--- src/sip_pkg.sv ---
// shared constants and types of the stepper indexer and pwm regulator
package sip_pkg;
  localparam int CLK_PERIOD_NS   = 50;
  localparam int T_OFF_BASE_NS   = 20000;
  localparam int T_OFF_STEP_NS   = 5000;
  localparam int T_BLANK_MIN_NS  = 250;
  localparam int T_BLANK_STEP_NS = 500;
  localparam int T_WAKE_US       = 1000;
  localparam int CNT_W           = 11;
  localparam logic [CNT_W-1:0] OFF_BASE_CYC   = CNT_W'((T_OFF_BASE_NS + CLK_PERIOD_NS - 1) / CLK_PERIOD_NS);
  localparam logic [CNT_W-1:0] OFF_STEP_CYC   = CNT_W'((T_OFF_STEP_NS + CLK_PERIOD_NS - 1) / CLK_PERIOD_NS);
  localparam logic [CNT_W-1:0] BLANK_MIN_CYC  = CNT_W'((T_BLANK_MIN_NS + CLK_PERIOD_NS - 1) / CLK_PERIOD_NS);
  localparam logic [CNT_W-1:0] BLANK_STEP_CYC = CNT_W'((T_BLANK_STEP_NS + CLK_PERIOD_NS - 1) / CLK_PERIOD_NS);

  localparam int ADDR_W = 8;
  localparam logic [ADDR_W-1:0] OFS_MAIN_CONTROL              = 8'h00;
  localparam logic [ADDR_W-1:0] OFS_SECONDARY_CONFIG_REGISTER = 8'h04;
  localparam logic [ADDR_W-1:0] OFS_PEAK_CURRENT_REGISTER     = 8'h08;
  localparam logic [ADDR_W-1:0] OFS_STEP_POSITION_REGISTER    = 8'h0c;
  localparam logic [ADDR_W-1:0] OFS_STATUS                    = 8'h10;

  localparam int EN_BIT    = 0;
  localparam int DIR_BIT   = 1;
  localparam int STEP_BIT  = 2;
  localparam int MS_LSB    = 3;
  localparam int OT_LSB    = 6;
  localparam int SE_BIT    = 0;
  localparam int BT_LSB    = 1;
  localparam int PEAK_LSB  = 0;
  localparam int ST_EN_BIT = 0;
  localparam int ST_SL_BIT = 1;
  localparam int ST_PWM_LSB = 2;

  localparam logic       EN_RST   = 1'b0;
  localparam logic       DIR_RST  = 1'b0;
  localparam logic [2:0] MS_RST   = 3'h3;
  localparam logic [2:0] OT_RST   = 3'h4;
  localparam logic       SE_RST   = 1'b0;
  localparam logic [2:0] BT_RST   = 3'h4;
  localparam logic [5:0] PEAK_RST = 6'h09;

  localparam int POS_W = 7;
  localparam logic [POS_W-1:0] POS_RST     = 7'h10;
  localparam logic [POS_W-1:0] POS_QUARTER = 7'h20;
  localparam logic [2:0]       MS_FINEST   = 3'h5;

  localparam logic [1:0] RESP_OKAY   = 2'b00;
  localparam logic [1:0] RESP_SLVERR = 2'b10;

  typedef enum logic [1:0] {
    PWM_ON     = 2'b00,
    PWM_SLOW   = 2'b01,
    PWM_FAST   = 2'b11,
    PWM_REFILL = 2'b10
  } sip_pwm_state_t;

  typedef struct packed {
    logic hs1;
    logic ls1;
    logic hs2;
    logic ls2;
  } sip_gate_t;

  typedef struct packed {
    logic        neg;
    logic [14:0] level;
  } sip_dac_t;

  typedef struct packed {
    logic       en_bit;
    logic       dir_bit;
    logic [2:0] microstep_resolution_field;
    logic [2:0] off_time_field;
    logic       single_ended_winding_select;
    logic [2:0] blank_duration_field;
    logic [5:0] peak_current_field;
  } sip_cfg_t;
endpackage

--- src/sip_sine_rom.sv ---
// quarter-wave sine table with two registered read ports
`timescale 1ns/1ps
module sip_sine_rom (
  input  wire logic       aclk,
  input  wire logic [5:0] idx_a,
  input  wire logic [5:0] idx_b,
  output logic      [7:0] mag_a,
  output logic      [7:0] mag_b
);
  function automatic logic [7:0] sine_at(input logic [5:0] k);
    logic [7:0] v;
    v = 8'hff;
    case (k)
      6'h00: v = 8'h00; 6'h01: v = 8'h0d; 6'h02: v = 8'h19; 6'h03: v = 8'h25;
      6'h04: v = 8'h32; 6'h05: v = 8'h3e; 6'h06: v = 8'h4a; 6'h07: v = 8'h56;
      6'h08: v = 8'h62; 6'h09: v = 8'h6d; 6'h0a: v = 8'h78; 6'h0b: v = 8'h83;
      6'h0c: v = 8'h8e; 6'h0d: v = 8'h98; 6'h0e: v = 8'ha2; 6'h0f: v = 8'hab;
      6'h10: v = 8'hb4; 6'h11: v = 8'hbd; 6'h12: v = 8'hc5; 6'h13: v = 8'hcd;
      6'h14: v = 8'hd4; 6'h15: v = 8'hdb; 6'h16: v = 8'he1; 6'h17: v = 8'he7;
      6'h18: v = 8'hec; 6'h19: v = 8'hf0; 6'h1a: v = 8'hf4; 6'h1b: v = 8'hf7;
      6'h1c: v = 8'hfa; 6'h1d: v = 8'hfc; 6'h1e: v = 8'hfe; 6'h1f: v = 8'hff;
      default: v = 8'hff;
    endcase
    return v;
  endfunction

  always_ff @(posedge aclk) begin
    mag_a <= sine_at(idx_a);
    mag_b <= sine_at(idx_b);
  end
endmodule

--- src/sip_stepper_core.sv ---
// stepper indexer, translator, pwm current regulator and axi4-lite register slave
// Overview of operation
// - init pin low resets registers, bridges, position
// - sleep stops pump, bridges, ignores inputs
// - enable is gate pin xor gate bit
// - step pin rise while enabled or step bit advances
// - direction is sense pin xor sense bit
// - step position register readable and writable
// - translator gives magnitude and sign per winding
// - resolution field selects full to 1/32 step
// - bipolar cycle starts with diagonal pair on
// - comparator ignored for mask interval, minimum on
// - threshold reached: slow decay for off time
// - still high after decay: fast, then slow
// - off time field sets 20 to 55us
// - unipolar drives one low side, no fast
// - unipolar sign picks terminal one or two
// - unipolar trip freewheels high side, then restarts
// - single-ended select bit chooses unipolar mode
// - blank field sets 250ns to 3.5us mask
// - six-bit peak field scales full current
`timescale 1ns/1ps
module sip_stepper_core (
  input  wire logic                  aclk,
  input  wire logic                  aresetn,
  input  wire logic [sip_pkg::ADDR_W-1:0] s_axi_awaddr,
  input  wire logic                  s_axi_awvalid,
  output logic                       s_axi_awready,
  input  wire logic [31:0]           s_axi_wdata,
  input  wire logic [3:0]            s_axi_wstrb,
  input  wire logic                  s_axi_wvalid,
  output logic                       s_axi_wready,
  output logic [1:0]                 s_axi_bresp,
  output logic                       s_axi_bvalid,
  input  wire logic                  s_axi_bready,
  input  wire logic [sip_pkg::ADDR_W-1:0] s_axi_araddr,
  input  wire logic                  s_axi_arvalid,
  output logic                       s_axi_arready,
  output logic [31:0]                s_axi_rdata,
  output logic [1:0]                 s_axi_rresp,
  output logic                       s_axi_rvalid,
  input  wire logic                  s_axi_rready,
  input  wire logic                  active_low_init_pin_n,
  input  wire logic                  sleep_pin,
  input  wire logic                  output_gate_pin,
  input  wire logic                  step_pin,
  input  wire logic                  rotation_sense_pin,
  input  wire logic [1:0]            current_at_threshold,
  output sip_pkg::sip_gate_t         gate_a,
  output sip_pkg::sip_gate_t         gate_b,
  output sip_pkg::sip_dac_t          dac_a,
  output sip_pkg::sip_dac_t          dac_b,
  output logic                       charge_pump_en,
  output logic                       bridge_enabled
);
  import sip_pkg::*;

  logic                rst;
  sip_cfg_t            cfg_r;
  logic [POS_W-1:0]    pos_r;
  logic                step_pin_d_r;
  logic                sw_step_r;
  logic                out_en;
  logic                step_evt;
  logic                dir_up;
  logic [POS_W-1:0]    pos_nxt;
  logic                aw_got_r;
  logic                w_got_r;
  logic [ADDR_W-1:0]   awaddr_r;
  logic [31:0]         wdata_r;
  logic [3:0]          wstrb_r;
  logic                bvalid_r;
  logic [1:0]          bresp_r;
  logic                rvalid_r;
  logic [31:0]         rdata_r;
  logic [1:0]          rresp_r;
  logic                wr_fire;
  logic [31:0]         wr_val;
  logic [31:0]         old_val;
  logic                wr_hit;
  logic [POS_W-1:0]    ang_b;
  logic [6:0]          fold_a;
  logic [6:0]          fold_b;
  logic [7:0]          mag_a;
  logic [7:0]          mag_b;
  logic [1:0]          neg_r;
  sip_pwm_state_t      st_r [2];
  sip_pwm_state_t      st_nxt [2];
  logic [CNT_W-1:0]    cnt_r [2];
  logic [CNT_W-1:0]    cnt_nxt [2];
  sip_gate_t           gate_r [2];
  logic [CNT_W-1:0]    off_cyc;
  logic [CNT_W-1:0]    blank_cyc;

  // merges write data into a register word under the byte strobes
  function automatic logic [31:0] merge_strb(input logic [31:0] old, input logic [31:0] nw, input logic [3:0] strb);
    logic [31:0] r;
    r = old;
    for (int i = 0; i < 4; i++) begin
      if (strb[i]) begin
        r[i*8 +: 8] = nw[i*8 +: 8];
      end
    end
    return r;
  endfunction

  // table entries moved per step event in the selected mode
  function automatic logic [POS_W-1:0] step_size(input logic [2:0] ms);
    logic [POS_W-1:0] s;
    s = 7'h01;
    if (ms <= MS_FINEST) begin
      s = 7'h01 << (MS_FINEST - ms);
    end
    return s;
  endfunction

  // folds a table position onto the quarter wave: sign bit and index
  function automatic logic [6:0] fold(input logic [POS_W-1:0] p);
    logic [6:0] f;
    f = {p[6], 1'b0, p[4:0]};
    if (p[5]) begin
      f[5:0] = 6'h20 - {1'b0, p[4:0]};
    end
    return f;
  endfunction

  // bridge drive for a state, sign and mode
  function automatic sip_gate_t gate_of(input sip_pwm_state_t s, input logic neg, input logic se, input logic en);
    sip_gate_t g;
    g = '0;
    if (en) begin
      if (se) begin
        if (s == PWM_ON) begin
          g.ls1 = ~neg;
          g.ls2 = neg;
        end else begin
          g.hs1 = ~neg;
          g.hs2 = neg;
        end
      end else begin
        case (s)
          PWM_ON: begin
            g.hs1 = ~neg;
            g.ls2 = ~neg;
            g.hs2 = neg;
            g.ls1 = neg;
          end
          PWM_FAST: begin
            g.hs1 = neg;
            g.ls2 = neg;
            g.hs2 = ~neg;
            g.ls1 = ~neg;
          end
          default: begin
            g.ls1 = 1'b1;
            g.ls2 = 1'b1;
          end
        endcase
      end
    end
    return g;
  endfunction

  assign rst     = ~aresetn | ~active_low_init_pin_n;
  assign out_en  = output_gate_pin ^ cfg_r.en_bit;
  assign dir_up  = rotation_sense_pin ^ cfg_r.dir_bit;
  assign off_cyc = OFF_BASE_CYC + CNT_W'(OFF_STEP_CYC * cfg_r.off_time_field);
  assign blank_cyc = (cfg_r.blank_duration_field == 3'h0) ? BLANK_MIN_CYC :
                     CNT_W'(BLANK_STEP_CYC * cfg_r.blank_duration_field);

  // step pin edges count only with the bridges on; nothing counts asleep
  assign step_evt = ~sleep_pin & ((out_en & step_pin & ~step_pin_d_r) | sw_step_r);
  assign pos_nxt  = dir_up ? pos_r + step_size(cfg_r.microstep_resolution_field)
                           : pos_r - step_size(cfg_r.microstep_resolution_field);

  // axi write path
  assign s_axi_awready = ~aw_got_r & ~bvalid_r;
  assign s_axi_wready  = ~w_got_r & ~bvalid_r;
  assign s_axi_bvalid  = bvalid_r;
  assign s_axi_bresp   = bresp_r;
  assign wr_fire = aw_got_r & w_got_r & ~bvalid_r;

  always_comb begin
    old_val = 32'h0;
    wr_hit  = 1'b1;
    case (awaddr_r)
      OFS_MAIN_CONTROL: begin
        old_val[EN_BIT] = cfg_r.en_bit;
        old_val[DIR_BIT] = cfg_r.dir_bit;
        old_val[MS_LSB +: 3] = cfg_r.microstep_resolution_field;
        old_val[OT_LSB +: 3] = cfg_r.off_time_field;
      end
      OFS_SECONDARY_CONFIG_REGISTER: begin
        old_val[SE_BIT] = cfg_r.single_ended_winding_select;
        old_val[BT_LSB +: 3] = cfg_r.blank_duration_field;
      end
      OFS_PEAK_CURRENT_REGISTER: old_val[PEAK_LSB +: 6] = cfg_r.peak_current_field;
      OFS_STEP_POSITION_REGISTER: old_val[POS_W-1:0] = pos_r;
      default: wr_hit = 1'b0;
    endcase
  end

  assign wr_val = merge_strb(old_val, wdata_r, wstrb_r);

  always_ff @(posedge aclk) begin
    if (rst) begin
      aw_got_r <= 1'b0;
      w_got_r  <= 1'b0;
      awaddr_r <= '0;
      wdata_r  <= 32'h0;
      wstrb_r  <= 4'h0;
    end else begin
      if (s_axi_awvalid & s_axi_awready) begin
        aw_got_r <= 1'b1;
        awaddr_r <= {s_axi_awaddr[ADDR_W-1:2], 2'b00};
      end else if (wr_fire) begin
        aw_got_r <= 1'b0;
      end
      if (s_axi_wvalid & s_axi_wready) begin
        w_got_r <= 1'b1;
        wdata_r <= s_axi_wdata;
        wstrb_r <= s_axi_wstrb;
      end else if (wr_fire) begin
        w_got_r <= 1'b0;
      end
    end
  end

  always_ff @(posedge aclk) begin
    if (rst) begin
      bvalid_r <= 1'b0;
      bresp_r  <= RESP_OKAY;
    end else if (wr_fire) begin
      bvalid_r <= 1'b1;
      bresp_r  <= (wr_hit & ~sleep_pin) ? RESP_OKAY : RESP_SLVERR;
    end else if (s_axi_bready) begin
      bvalid_r <= 1'b0;
    end
  end

  // configuration registers; writes are dropped while asleep
  always_ff @(posedge aclk) begin
    if (rst) begin
      cfg_r.en_bit <= EN_RST;
      cfg_r.dir_bit <= DIR_RST;
      cfg_r.microstep_resolution_field <= MS_RST;
      cfg_r.off_time_field <= OT_RST;
      cfg_r.single_ended_winding_select <= SE_RST;
      cfg_r.blank_duration_field <= BT_RST;
      cfg_r.peak_current_field <= PEAK_RST;
    end else if (wr_fire & ~sleep_pin) begin
      case (awaddr_r)
        OFS_MAIN_CONTROL: begin
          cfg_r.en_bit <= wr_val[EN_BIT];
          cfg_r.dir_bit <= wr_val[DIR_BIT];
          cfg_r.microstep_resolution_field <= wr_val[MS_LSB +: 3];
          cfg_r.off_time_field <= wr_val[OT_LSB +: 3];
        end
        OFS_SECONDARY_CONFIG_REGISTER: begin
          cfg_r.single_ended_winding_select <= wr_val[SE_BIT];
          cfg_r.blank_duration_field <= wr_val[BT_LSB +: 3];
        end
        OFS_PEAK_CURRENT_REGISTER: cfg_r.peak_current_field <= wr_val[PEAK_LSB +: 6];
        default: cfg_r <= cfg_r;
      endcase
    end
  end

  // software step request, one-cycle pulse on a write of one
  always_ff @(posedge aclk) begin
    if (rst) begin
      sw_step_r <= 1'b0;
    end else begin
      sw_step_r <= wr_fire & ~sleep_pin & (awaddr_r == OFS_MAIN_CONTROL) & wstrb_r[0] & wdata_r[STEP_BIT];
    end
  end

  always_ff @(posedge aclk) begin
    if (rst) begin
      step_pin_d_r <= 1'b0;
    end else begin
      step_pin_d_r <= step_pin;
    end
  end

  // position: a direct write wins over a step in the same cycle
  always_ff @(posedge aclk) begin
    if (rst) begin
      pos_r <= POS_RST;
    end else if (wr_fire & ~sleep_pin & (awaddr_r == OFS_STEP_POSITION_REGISTER)) begin
      pos_r <= wr_val[POS_W-1:0];
    end else if (step_evt) begin
      pos_r <= pos_nxt;
    end
  end

  // axi read path
  assign s_axi_arready = ~rvalid_r;
  assign s_axi_rvalid  = rvalid_r;
  assign s_axi_rdata   = rdata_r;
  assign s_axi_rresp   = rresp_r;

  always_ff @(posedge aclk) begin
    if (rst) begin
      rvalid_r <= 1'b0;
      rdata_r  <= 32'h0;
      rresp_r  <= RESP_OKAY;
    end else if (s_axi_arvalid & s_axi_arready) begin
      rvalid_r <= 1'b1;
      rresp_r  <= RESP_OKAY;
      rdata_r  <= 32'h0;
      case ({s_axi_araddr[ADDR_W-1:2], 2'b00})
        OFS_MAIN_CONTROL: begin
          rdata_r[EN_BIT] <= cfg_r.en_bit;
          rdata_r[DIR_BIT] <= cfg_r.dir_bit;
          rdata_r[MS_LSB +: 3] <= cfg_r.microstep_resolution_field;
          rdata_r[OT_LSB +: 3] <= cfg_r.off_time_field;
        end
        OFS_SECONDARY_CONFIG_REGISTER: begin
          rdata_r[SE_BIT] <= cfg_r.single_ended_winding_select;
          rdata_r[BT_LSB +: 3] <= cfg_r.blank_duration_field;
        end
        OFS_PEAK_CURRENT_REGISTER: rdata_r[PEAK_LSB +: 6] <= cfg_r.peak_current_field;
        OFS_STEP_POSITION_REGISTER: rdata_r[POS_W-1:0] <= pos_r;
        OFS_STATUS: begin
          rdata_r[ST_EN_BIT] <= bridge_enabled;
          rdata_r[ST_SL_BIT] <= sleep_pin;
          rdata_r[ST_PWM_LSB +: 4] <= {st_r[1], st_r[0]};
        end
        default: rresp_r <= RESP_SLVERR;
      endcase
    end else if (s_axi_rready) begin
      rvalid_r <= 1'b0;
    end
  end

  // translator: winding a follows sine, winding b a quarter ahead
  assign ang_b  = pos_r + POS_QUARTER;
  assign fold_a = fold(pos_r);
  assign fold_b = fold(ang_b);

  sip_sine_rom u_rom (
    .aclk  (aclk),
    .idx_a (fold_a[5:0]),
    .idx_b (fold_b[5:0]),
    .mag_a (mag_a),
    .mag_b (mag_b)
  );

  always_ff @(posedge aclk) begin
    if (rst) begin
      neg_r <= 2'b00;
    end else begin
      neg_r <= {fold_b[6], fold_a[6]};
    end
  end

  // dac codes: table magnitude scaled by the peak current code
  always_ff @(posedge aclk) begin
    if (rst) begin
      dac_a <= '0;
      dac_b <= '0;
    end else begin
      dac_a.neg   <= neg_r[0];
      dac_a.level <= 15'(mag_a * ({1'b0, cfg_r.peak_current_field} + 7'h01));
      dac_b.neg   <= neg_r[1];
      dac_b.level <= 15'(mag_b * ({1'b0, cfg_r.peak_current_field} + 7'h01));
    end
  end

  // bridges switch only when enabled and awake; the charge pump follows the sleep pin alone
  always_ff @(posedge aclk) begin
    if (rst) begin
      bridge_enabled <= 1'b0;
      charge_pump_en <= 1'b0;
    end else begin
      bridge_enabled <= out_en & ~sleep_pin;
      charge_pump_en <= ~sleep_pin;
    end
  end

  // one constant-off-time regulator per winding
  for (genvar w = 0; w < 2; w++) begin : g_pwm
    always_comb begin
      st_nxt[w]  = st_r[w];
      cnt_nxt[w] = cnt_r[w];
      case (st_r[w])
        PWM_ON: begin
          if (cnt_r[w] != '0) begin
            cnt_nxt[w] = cnt_r[w] - 1'b1;
          end else if (current_at_threshold[w]) begin
            st_nxt[w]  = PWM_SLOW;
            cnt_nxt[w] = off_cyc - 1'b1;
          end
        end
        PWM_SLOW: begin
          if (cnt_r[w] != '0) begin
            cnt_nxt[w] = cnt_r[w] - 1'b1;
          end else if (~cfg_r.single_ended_winding_select & current_at_threshold[w]) begin
            st_nxt[w] = PWM_FAST;
          end else begin
            st_nxt[w]  = PWM_ON;
            cnt_nxt[w] = blank_cyc;
          end
        end
        PWM_FAST: begin
          if (~current_at_threshold[w]) begin
            st_nxt[w]  = PWM_REFILL;
            cnt_nxt[w] = off_cyc - 1'b1;
          end
        end
        PWM_REFILL: begin
          if (cnt_r[w] != '0) begin
            cnt_nxt[w] = cnt_r[w] - 1'b1;
          end else begin
            st_nxt[w]  = PWM_ON;
            cnt_nxt[w] = blank_cyc;
          end
        end
        default: begin
          st_nxt[w]  = PWM_ON;
          cnt_nxt[w] = blank_cyc;
        end
      endcase
    end

    always_ff @(posedge aclk) begin
      if (rst | ~bridge_enabled) begin
        st_r[w]   <= PWM_ON;
        cnt_r[w]  <= blank_cyc;
        gate_r[w] <= '0;
      end else begin
        st_r[w]   <= st_nxt[w];
        cnt_r[w]  <= cnt_nxt[w];
        gate_r[w] <= gate_of(st_nxt[w], neg_r[w], cfg_r.single_ended_winding_select, 1'b1);
      end
    end
  end

  assign gate_a = gate_r[0];
  assign gate_b = gate_r[1];
endmodule

--- config.mk ---
export PLATFORM = sky130hd
export DESIGN_NAME = sip_stepper_core
export DESIGN_NICKNAME = d
export VERILOG_FILES = /design/src/sip_pkg.sv /design/src/sip_sine_rom.sv /design/src/sip_stepper_core.sv
export SDC_FILE = /design/constraint.sdc
export NUM_CORES = 1
export LEC_CHECK = 0
export ABC_AREA = 1
export BUFFER_PORTS_ARGS = -buffer_cell sky130_fd_sc_hd__buf_4
export CAP_MARGIN = 25
export CORE_MARGIN = 3
export CORE_UTILIZATION = 45
export CTS_CLUSTER_DIAMETER = 60
export CTS_CLUSTER_SIZE = 24
export DETAILED_ROUTE_END_ITERATION = 12
export GPL_ROUTABILITY_DRIVEN = 0
export GPL_TIMING_DRIVEN = 0
export PLACE_DENSITY = 0.6
export SLEW_MARGIN = 20
export SYNTH_ARGS = -nofsm -noshare
export SYNTH_HDL_FRONTEND = slang
export SYNTH_SLANG_ARGS = --single-unit
--- constraint.sdc ---
create_clock -name aclk -period 6.6 [get_ports aclk]
set_clock_uncertainty 0.2 [all_clocks]
set_input_delay 1.65 -clock aclk [delete_from_list [all_inputs] [get_ports aclk]]
set_output_delay 1.65 -clock aclk [all_outputs]
set_load 0.05 [all_outputs]
Word-level counts from Yosys, hierarchy flattened --
Memory sizes are Yosys's and may differ from the RTL's. A register that Yosys moved wholly into a read port is not among the register bits. Cells that the tools add are included.
Storage, ports and cells: memory bits (read-only) 512, memories 5, flip-flop bits (word level) 97, bits in writable memories 34
Memory list:
- (no name shown) | depth 32, bits a word 8, read ports 1, clocked after memory_dff 1, wr ports 0, RTL line sip_sine_rom.sv:13 | case (k)
- (no name shown) | depth 32, bits a word 8, read ports 1, clocked after memory_dff 1, wr ports 0, RTL line sip_sine_rom.sv:13
- cnt_r | depth 2, bits a word 11, read ports 2, clocked after memory_dff 0, wr ports 2, RTL line sip_stepper_core.sv:89 | logic [CNT_W-1:0] cnt_r [2];
- gate_r | depth 2, bits a word 4, read ports 2, clocked after memory_dff 0, wr ports 2, RTL line sip_stepper_core.sv:91 | sip_gate_t gate_r [2];
- st_r | depth 2, bits a word 2, read ports 2, clocked after memory_dff 0, wr ports 2, RTL line sip_stepper_core.sv:87 | sip_pwm_state_t st_r [2];
Cells by class: shift-type cells 1, $add $sub $neg 11, multipliers 4, eq/ne operators 17, bitwise gates (word level) 42, reductions and logical operators 21, $lt $le $gt $ge 1, muxes and demuxes 88
Operators by type and width (number):
- 11-bit two-way mux | 14
- 11-bit case mux with 4 select lines | 2
- 2-bit two-way mux | 18
- 7-bit two-way mux | 5
- 11-bit by 1-bit subtractor with 11-bit output (second input constant) | 3
- 2-bit case mux with 4 select lines | 4
- 6-bit by 2-bit equality test with 1-bit output (second input constant) | 4
- 4-bit two-way mux | 6
- 11-bit nonzero test | 2
- 1-bit two-way mux | 20
- 1-bit case mux with 2 select lines | 10
- 1-bit bitwise AND | 19
- 8-bit by 15-bit multiplier with 15-bit output | 1
- 8-bit by 7-bit multiplier with 15-bit output | 1
- 2-bit equality test (second input constant) | 6
- 6-bit by 1-bit equality test with 1-bit output (second input constant) | 2
- 6-bit two-way mux | 2
- 1-bit NOT | 12
- 6-bit by 5-bit subtractor with 6-bit output (first input constant) | 2
- 9-bit by 10-bit adder with 11-bit output (first input constant) | 1
- 2-bit case mux with 5 select lines | 1
- 2-bit nonzero test | 5
- 1-bit bitwise OR | 9
- 2-bit zero test | 4
- 25 further kinds | 32

Depth between registers and ports, before layout --
word-level depth 10, depth in mapped cells 25

Modules after synthesis --
A second synthesis with hierarchy kept.
Unflattened totals: cells, all modules 1833, area, all modules 12483.2 µm²
By module, submodules not included:
- sip_stepper_core | area an instance 11080.6 µm², sequential area each 2722.6 µm², cells each 1627, times used 1
- sip_sine_rom | area an instance 1402.6 µm², sequential area each 320.3 µm², cells each 206, times used 1

Worst setup path before layout --
No wires, ideal clock.
kind register -> register, from reg cfg_r[0] in the netlist's numbering, to reg dac_a[10] in the netlist's numbering, slack 1.745 ns, stages on the path, launching flop included 20, required time 6.287 ns, period minus slack after synthesis 4.855 ns, setup time 0.113 ns, arrival 4.542 ns, cell sequence dfxtp_1 -> ha_1 -> nand4_1 -> nor2_1 -> clkinv_1 -> nor2_1 -> fa_1 -> fa_1 -> fa_1 -> inv_1 -> fa_1 -> inv_1 -> ha_1 -> nand2_1 -> o21ai_0 -> a21oi_1 -> o21ai_0 -> nand2_1 -> nand2_1 -> nor2_1
On the way: cells in the longest elaborated chain, start to end 2
Ends and longest elaborated chain:
- start, declared | RTL line sip_stepper_core.sv:59 | sip_cfg_t cfg_r;
- start signal, assigned | RTL line sip_stepper_core.sv:264 | default: cfg_r <= cfg_r;
- 6-bit by 1-bit adder with 7-bit output | RTL line sip_stepper_core.sv:365 | dac_a.level <= 15'(mag_a * ({1'b0, cfg_r.peak_current_field} + 7'h01));
- 8-bit by 15-bit multiplier with 15-bit output | RTL line sip_stepper_core.sv:365
- end, declared | RTL line sip_stepper_core.sv:51 | output sip_pkg::sip_dac_t dac_a,
No other way between the ends. A chain may end at the register's enable or synchronous reset.

Worst setup path in the final report --
from reg cfg_r[1] in the netlist's numbering, to reg dac_a[10] in the netlist's numbering
The elaborated chain is that of the path after synthesis.

==> impl_metrics.py <==
metrics = {
    "synthesis": {
        "synth_compound_area_frac": 0.121,
        "syn-cell-area_mm2": 0.0126,
        "synth.area.mux_share": 0,
        "synth_top_family_by_area": "simple AND/OR/NAND/NOR gates",
        "seq_area_frac_synth": 0.242,
        "yosys-top-cells-area": "dfxtp_1 (21%), nand2_1 (12%), ha_1 (12%)",
        "synth_xor_area_frac": 0.0166,
        "netlist.area_leader.share": 0.208,
        "synth_cells": 1801,
        "ys_seq_elements": 145,
        "synth_warnings": 0,
        "yosysTopAreaCell": "dfxtp_1",
        "synth_cell_type_count": 56,
        "syn_avg_cell_area_um2": 6.99,
        "synthAdderAreaFrac": 0.213,
        "synth-simple-area-share": 0.301,
    },
    "power": {
        "sw_frac_of_total": 0.343,
        "total_power_mw": 2.40,
        "p_int_mw": 1.58,
        "seqPwrFrac": 0.387,
        "vdd_drop_max_mv": 0.175,
        "power_leakage_nw": 7.26,
        "clkPwrFrac": 0.417,
        "p_sw_uw": 823,
        "power_frac_comb": 0.196,
        "power_density_mw_per_mm2": 166,
    },
    "clock_network": {
        "cts-hold-fix-buffers": 0,
        "cts_max_level": 4,
        "cts_buffers": 17,
        "clkTransAtPathRegs_ns": 0.07,
        "clock_sinks": 145,
        "clk_path_buf_depth": 2,
        "cts-root-buf": "clkbuf_16",
        "insertion_delay_ns": 0.43,
        "cts_resized": 0,
        "cts_tree": "done",
        "post_cts_buffers": 0,
    },
    "timing": {
        "fmax_ghz": 0.169,
        "post-route-period-util": 0.896,
        "timing.hold.ws_ns": 0.273,
        "finalMaxSlewViolations": 0,
        "slew_headroom": 0.373,
        "period_needed_ns": 5.91,
        "final-setup-viol-count": 0,
        "worst_pin_slew_ns": 0.930,
        "finalHoldViolCount": 0,
        "rsz0062_at_grt": "false",
        "final.setup.tns_ns": 0,
    },
    "flow_run": {
        "max_cap_viol_count": 0,
    },
    "setup_path": {
        "critical_path_class": "reg -> reg",
        "crit_path_max_fanout": 10,
        "cp-end-kind": "flop",
        "crit_path_start_kind": "flop",
        "cp_data_arrival_time_ns": 6.05,
        "worst_ep_required_time_ns": 6.73,
        "ff2ff_setup_slack_ns": 0.69,
    },
    "global_routing": {
        "grt_pass1_wl_um": 57800,
        "grt_usage": 0.235,
        "gr-total-overflow": 0,
        "grt_max_degree": 19,
        "grt_antenna_before_repair": 0,
        "grt_pass1_vias": 11500,
    },
    "die": {
        "io_pins": 149,
        "start_util": 0.462,
        "dieWidth_um": 173,
        "dieArea_mm2": 0.0300,
        "core_area_mm2": 0.0273,
        "rows": 60,
        "die_y_um": 173,
    },
    "cells_and_area": {
        "nFillCells": 2742,
        "nets": 2183,
        "area_delta_synth_final_pct": 14.9,
        "diodes": 0,
        "drive_gt1_frac": 0.127,
        "final_cells": 2323,
    },
    "hold_path": {
        "hold_class": "reg -> reg",
    },
    "routing": {
        "firstDrtPassIters": 5,
        "drc_errors": 0,
        "ant_nets": 0,
        "wire_per_inst_um": 15.2,
        "routed_wl_um": 35300,
        "viasPerCell": 5.13,
        "vias": 11900,
        "drtIter0Drc": 802,
    },
    "placement": {
        "dp.cells": 2291,
        "hpwl_um": 28000,
        "port_buffers": 94,
    },
    "outcome": {
        "status": "finished, final reports clean",
    },
}
-- final timing paths --
kind | startpoint | endpoint | cells after the start
max | cfg_r[1] | dac_a[10] | 19
min | s_axi_rdata[4] | s_axi_rdata[4] | 2
max reg2reg | cfg_r[1] | dac_a[10] | 19
min reg2reg | s_axi_rdata[4] | s_axi_rdata[4] | 2
-- registers in the layout (all words and copies together) (netlist names), 2 cells and up --
| register | count |
|---|---|
| u_rom.mag_a | 8 |
| neg_r | 2 |
| st_r | 4 |
| cnt_r | 22 |
| awaddr_r | 6 |
| u_rom.mag_b | 8 |
| wdata_r | 9 |
| wstrb_r | 2 |
| cfg_r | 18 |
| gate_r | 8 |
| dac_a | 16 |
| pos_r | 7 |
| dac_b | 16 |
| s_axi_rdata | 9 |
-- power groups by stage --
stage                     Clock, mW  Combinational, mW  Sequential, mW
after floorplan                   0              0.298           0.996
after global placement            0              0.463           0.952
after detailed placement          0              0.465           0.952
after CTS                      1.02              0.469           0.931
after global routing           1.05              0.530           0.935
final                          1.00              0.471           0.931
-- worst max-delay path, cell delays in order, from the launching register on --
cell      delay, ns
dfxtp_1        0.39
ha_1           0.22
nand4_1        0.13
nor2_1         0.54
clkinv_1       0.50
nor2_1         0.27
fa_1           0.46
fa_1           0.52
fa_1           0.57
inv_1          0.06
fa_1           0.55
inv_1          0.05
ha_1           0.39
nand2_1        0.12
o21ai_0        0.28
a21oi_1        0.11
o21ai_0        0.28
nand2_1        0.09
nand2_1        0.07
nor2_1         0.04
-- routing by layer --
metal	wire (um)	vias to the layer above	global-route usage
met5	0	-	0
met4	867	0	0.0764
met3	2290	52	0.0375
met2	16200	365	0.394
met1	15900	5495	0.309
li1	-	6004	-
-- layout make-up --
class,count,area [um2],share of cell area
Sequential cell,145,3040,0.210
Multi-Input combinational cell,1363,8300,0.574
Clock inverter,15,184,0.0127
Clock buffer,17,425,0.0294
Inverter,258,971,0.0671
Tap cell,372,465,0.0322
Timing Repair Buffer,94,706,0.0488
Buffer,59,363,0.0251
-- stage by stage --
| step | instance area (um2) | util | setup WS, ns |
|---|---|---|---|
| 2_1_floorplan | 12700 | - | 1.75 |
| 3_3_place_gp | 13900 | 0.508 | 0.794 |
| 3_5_place_dp | 13900 | 0.508 | 0.778 |
| 4_1_cts | 14500 | 0.531 | 0.733 |
| 5_1_grt | 14500 | 0.531 | 0.289 |
| 6_report | 14500 | 0.531 | 0.685 |
-- cells by family after synthesis --
kind of cell / Yosys count
AND/OR/NAND/NOR: 859
adder cells (fa/ha/maj): 179
flip-flops: 145
XOR/XNOR: 23
buffers and inverters: 317
other: 1
AO/OA/AOI/OAI: 277
-- cell usage in the layout (no fill, tap or decap), drive strengths merged, types with 39 or more instances in the layout --
master,Yosys,final
nand2,423,423
clkbuf,22,39
dfxtp,131,131
ha,120,120
buf,37,131
inv,255,262
nor2,274,274
o21ai,126,126
fa,59,59
a21oi,105,105
nand3,106,106
-- cells in the mapped netlist (all sizes together) --
library cell,n
conb,1
xor2,17
inv,255
o22ai,9
a22oi,2
clkinv,3
a21oi,105
a211oi,2
o211ai,11
nor2,274
nand2,423
buf,37
clkbuf,22
a21boi,2
o221ai,1
and2,1
o21bai,6
or2,7
edfxtp,14
nand3,106
nor3,13
o2111ai,4
o21ai,126
nand4,28
ha,120
o21a,5
xnor2,6
fa,59
a221oi,2
nand3b,6
a31oi,2
nor3b,1
dfxtp,131
Power figures use the tool's default switching activity.
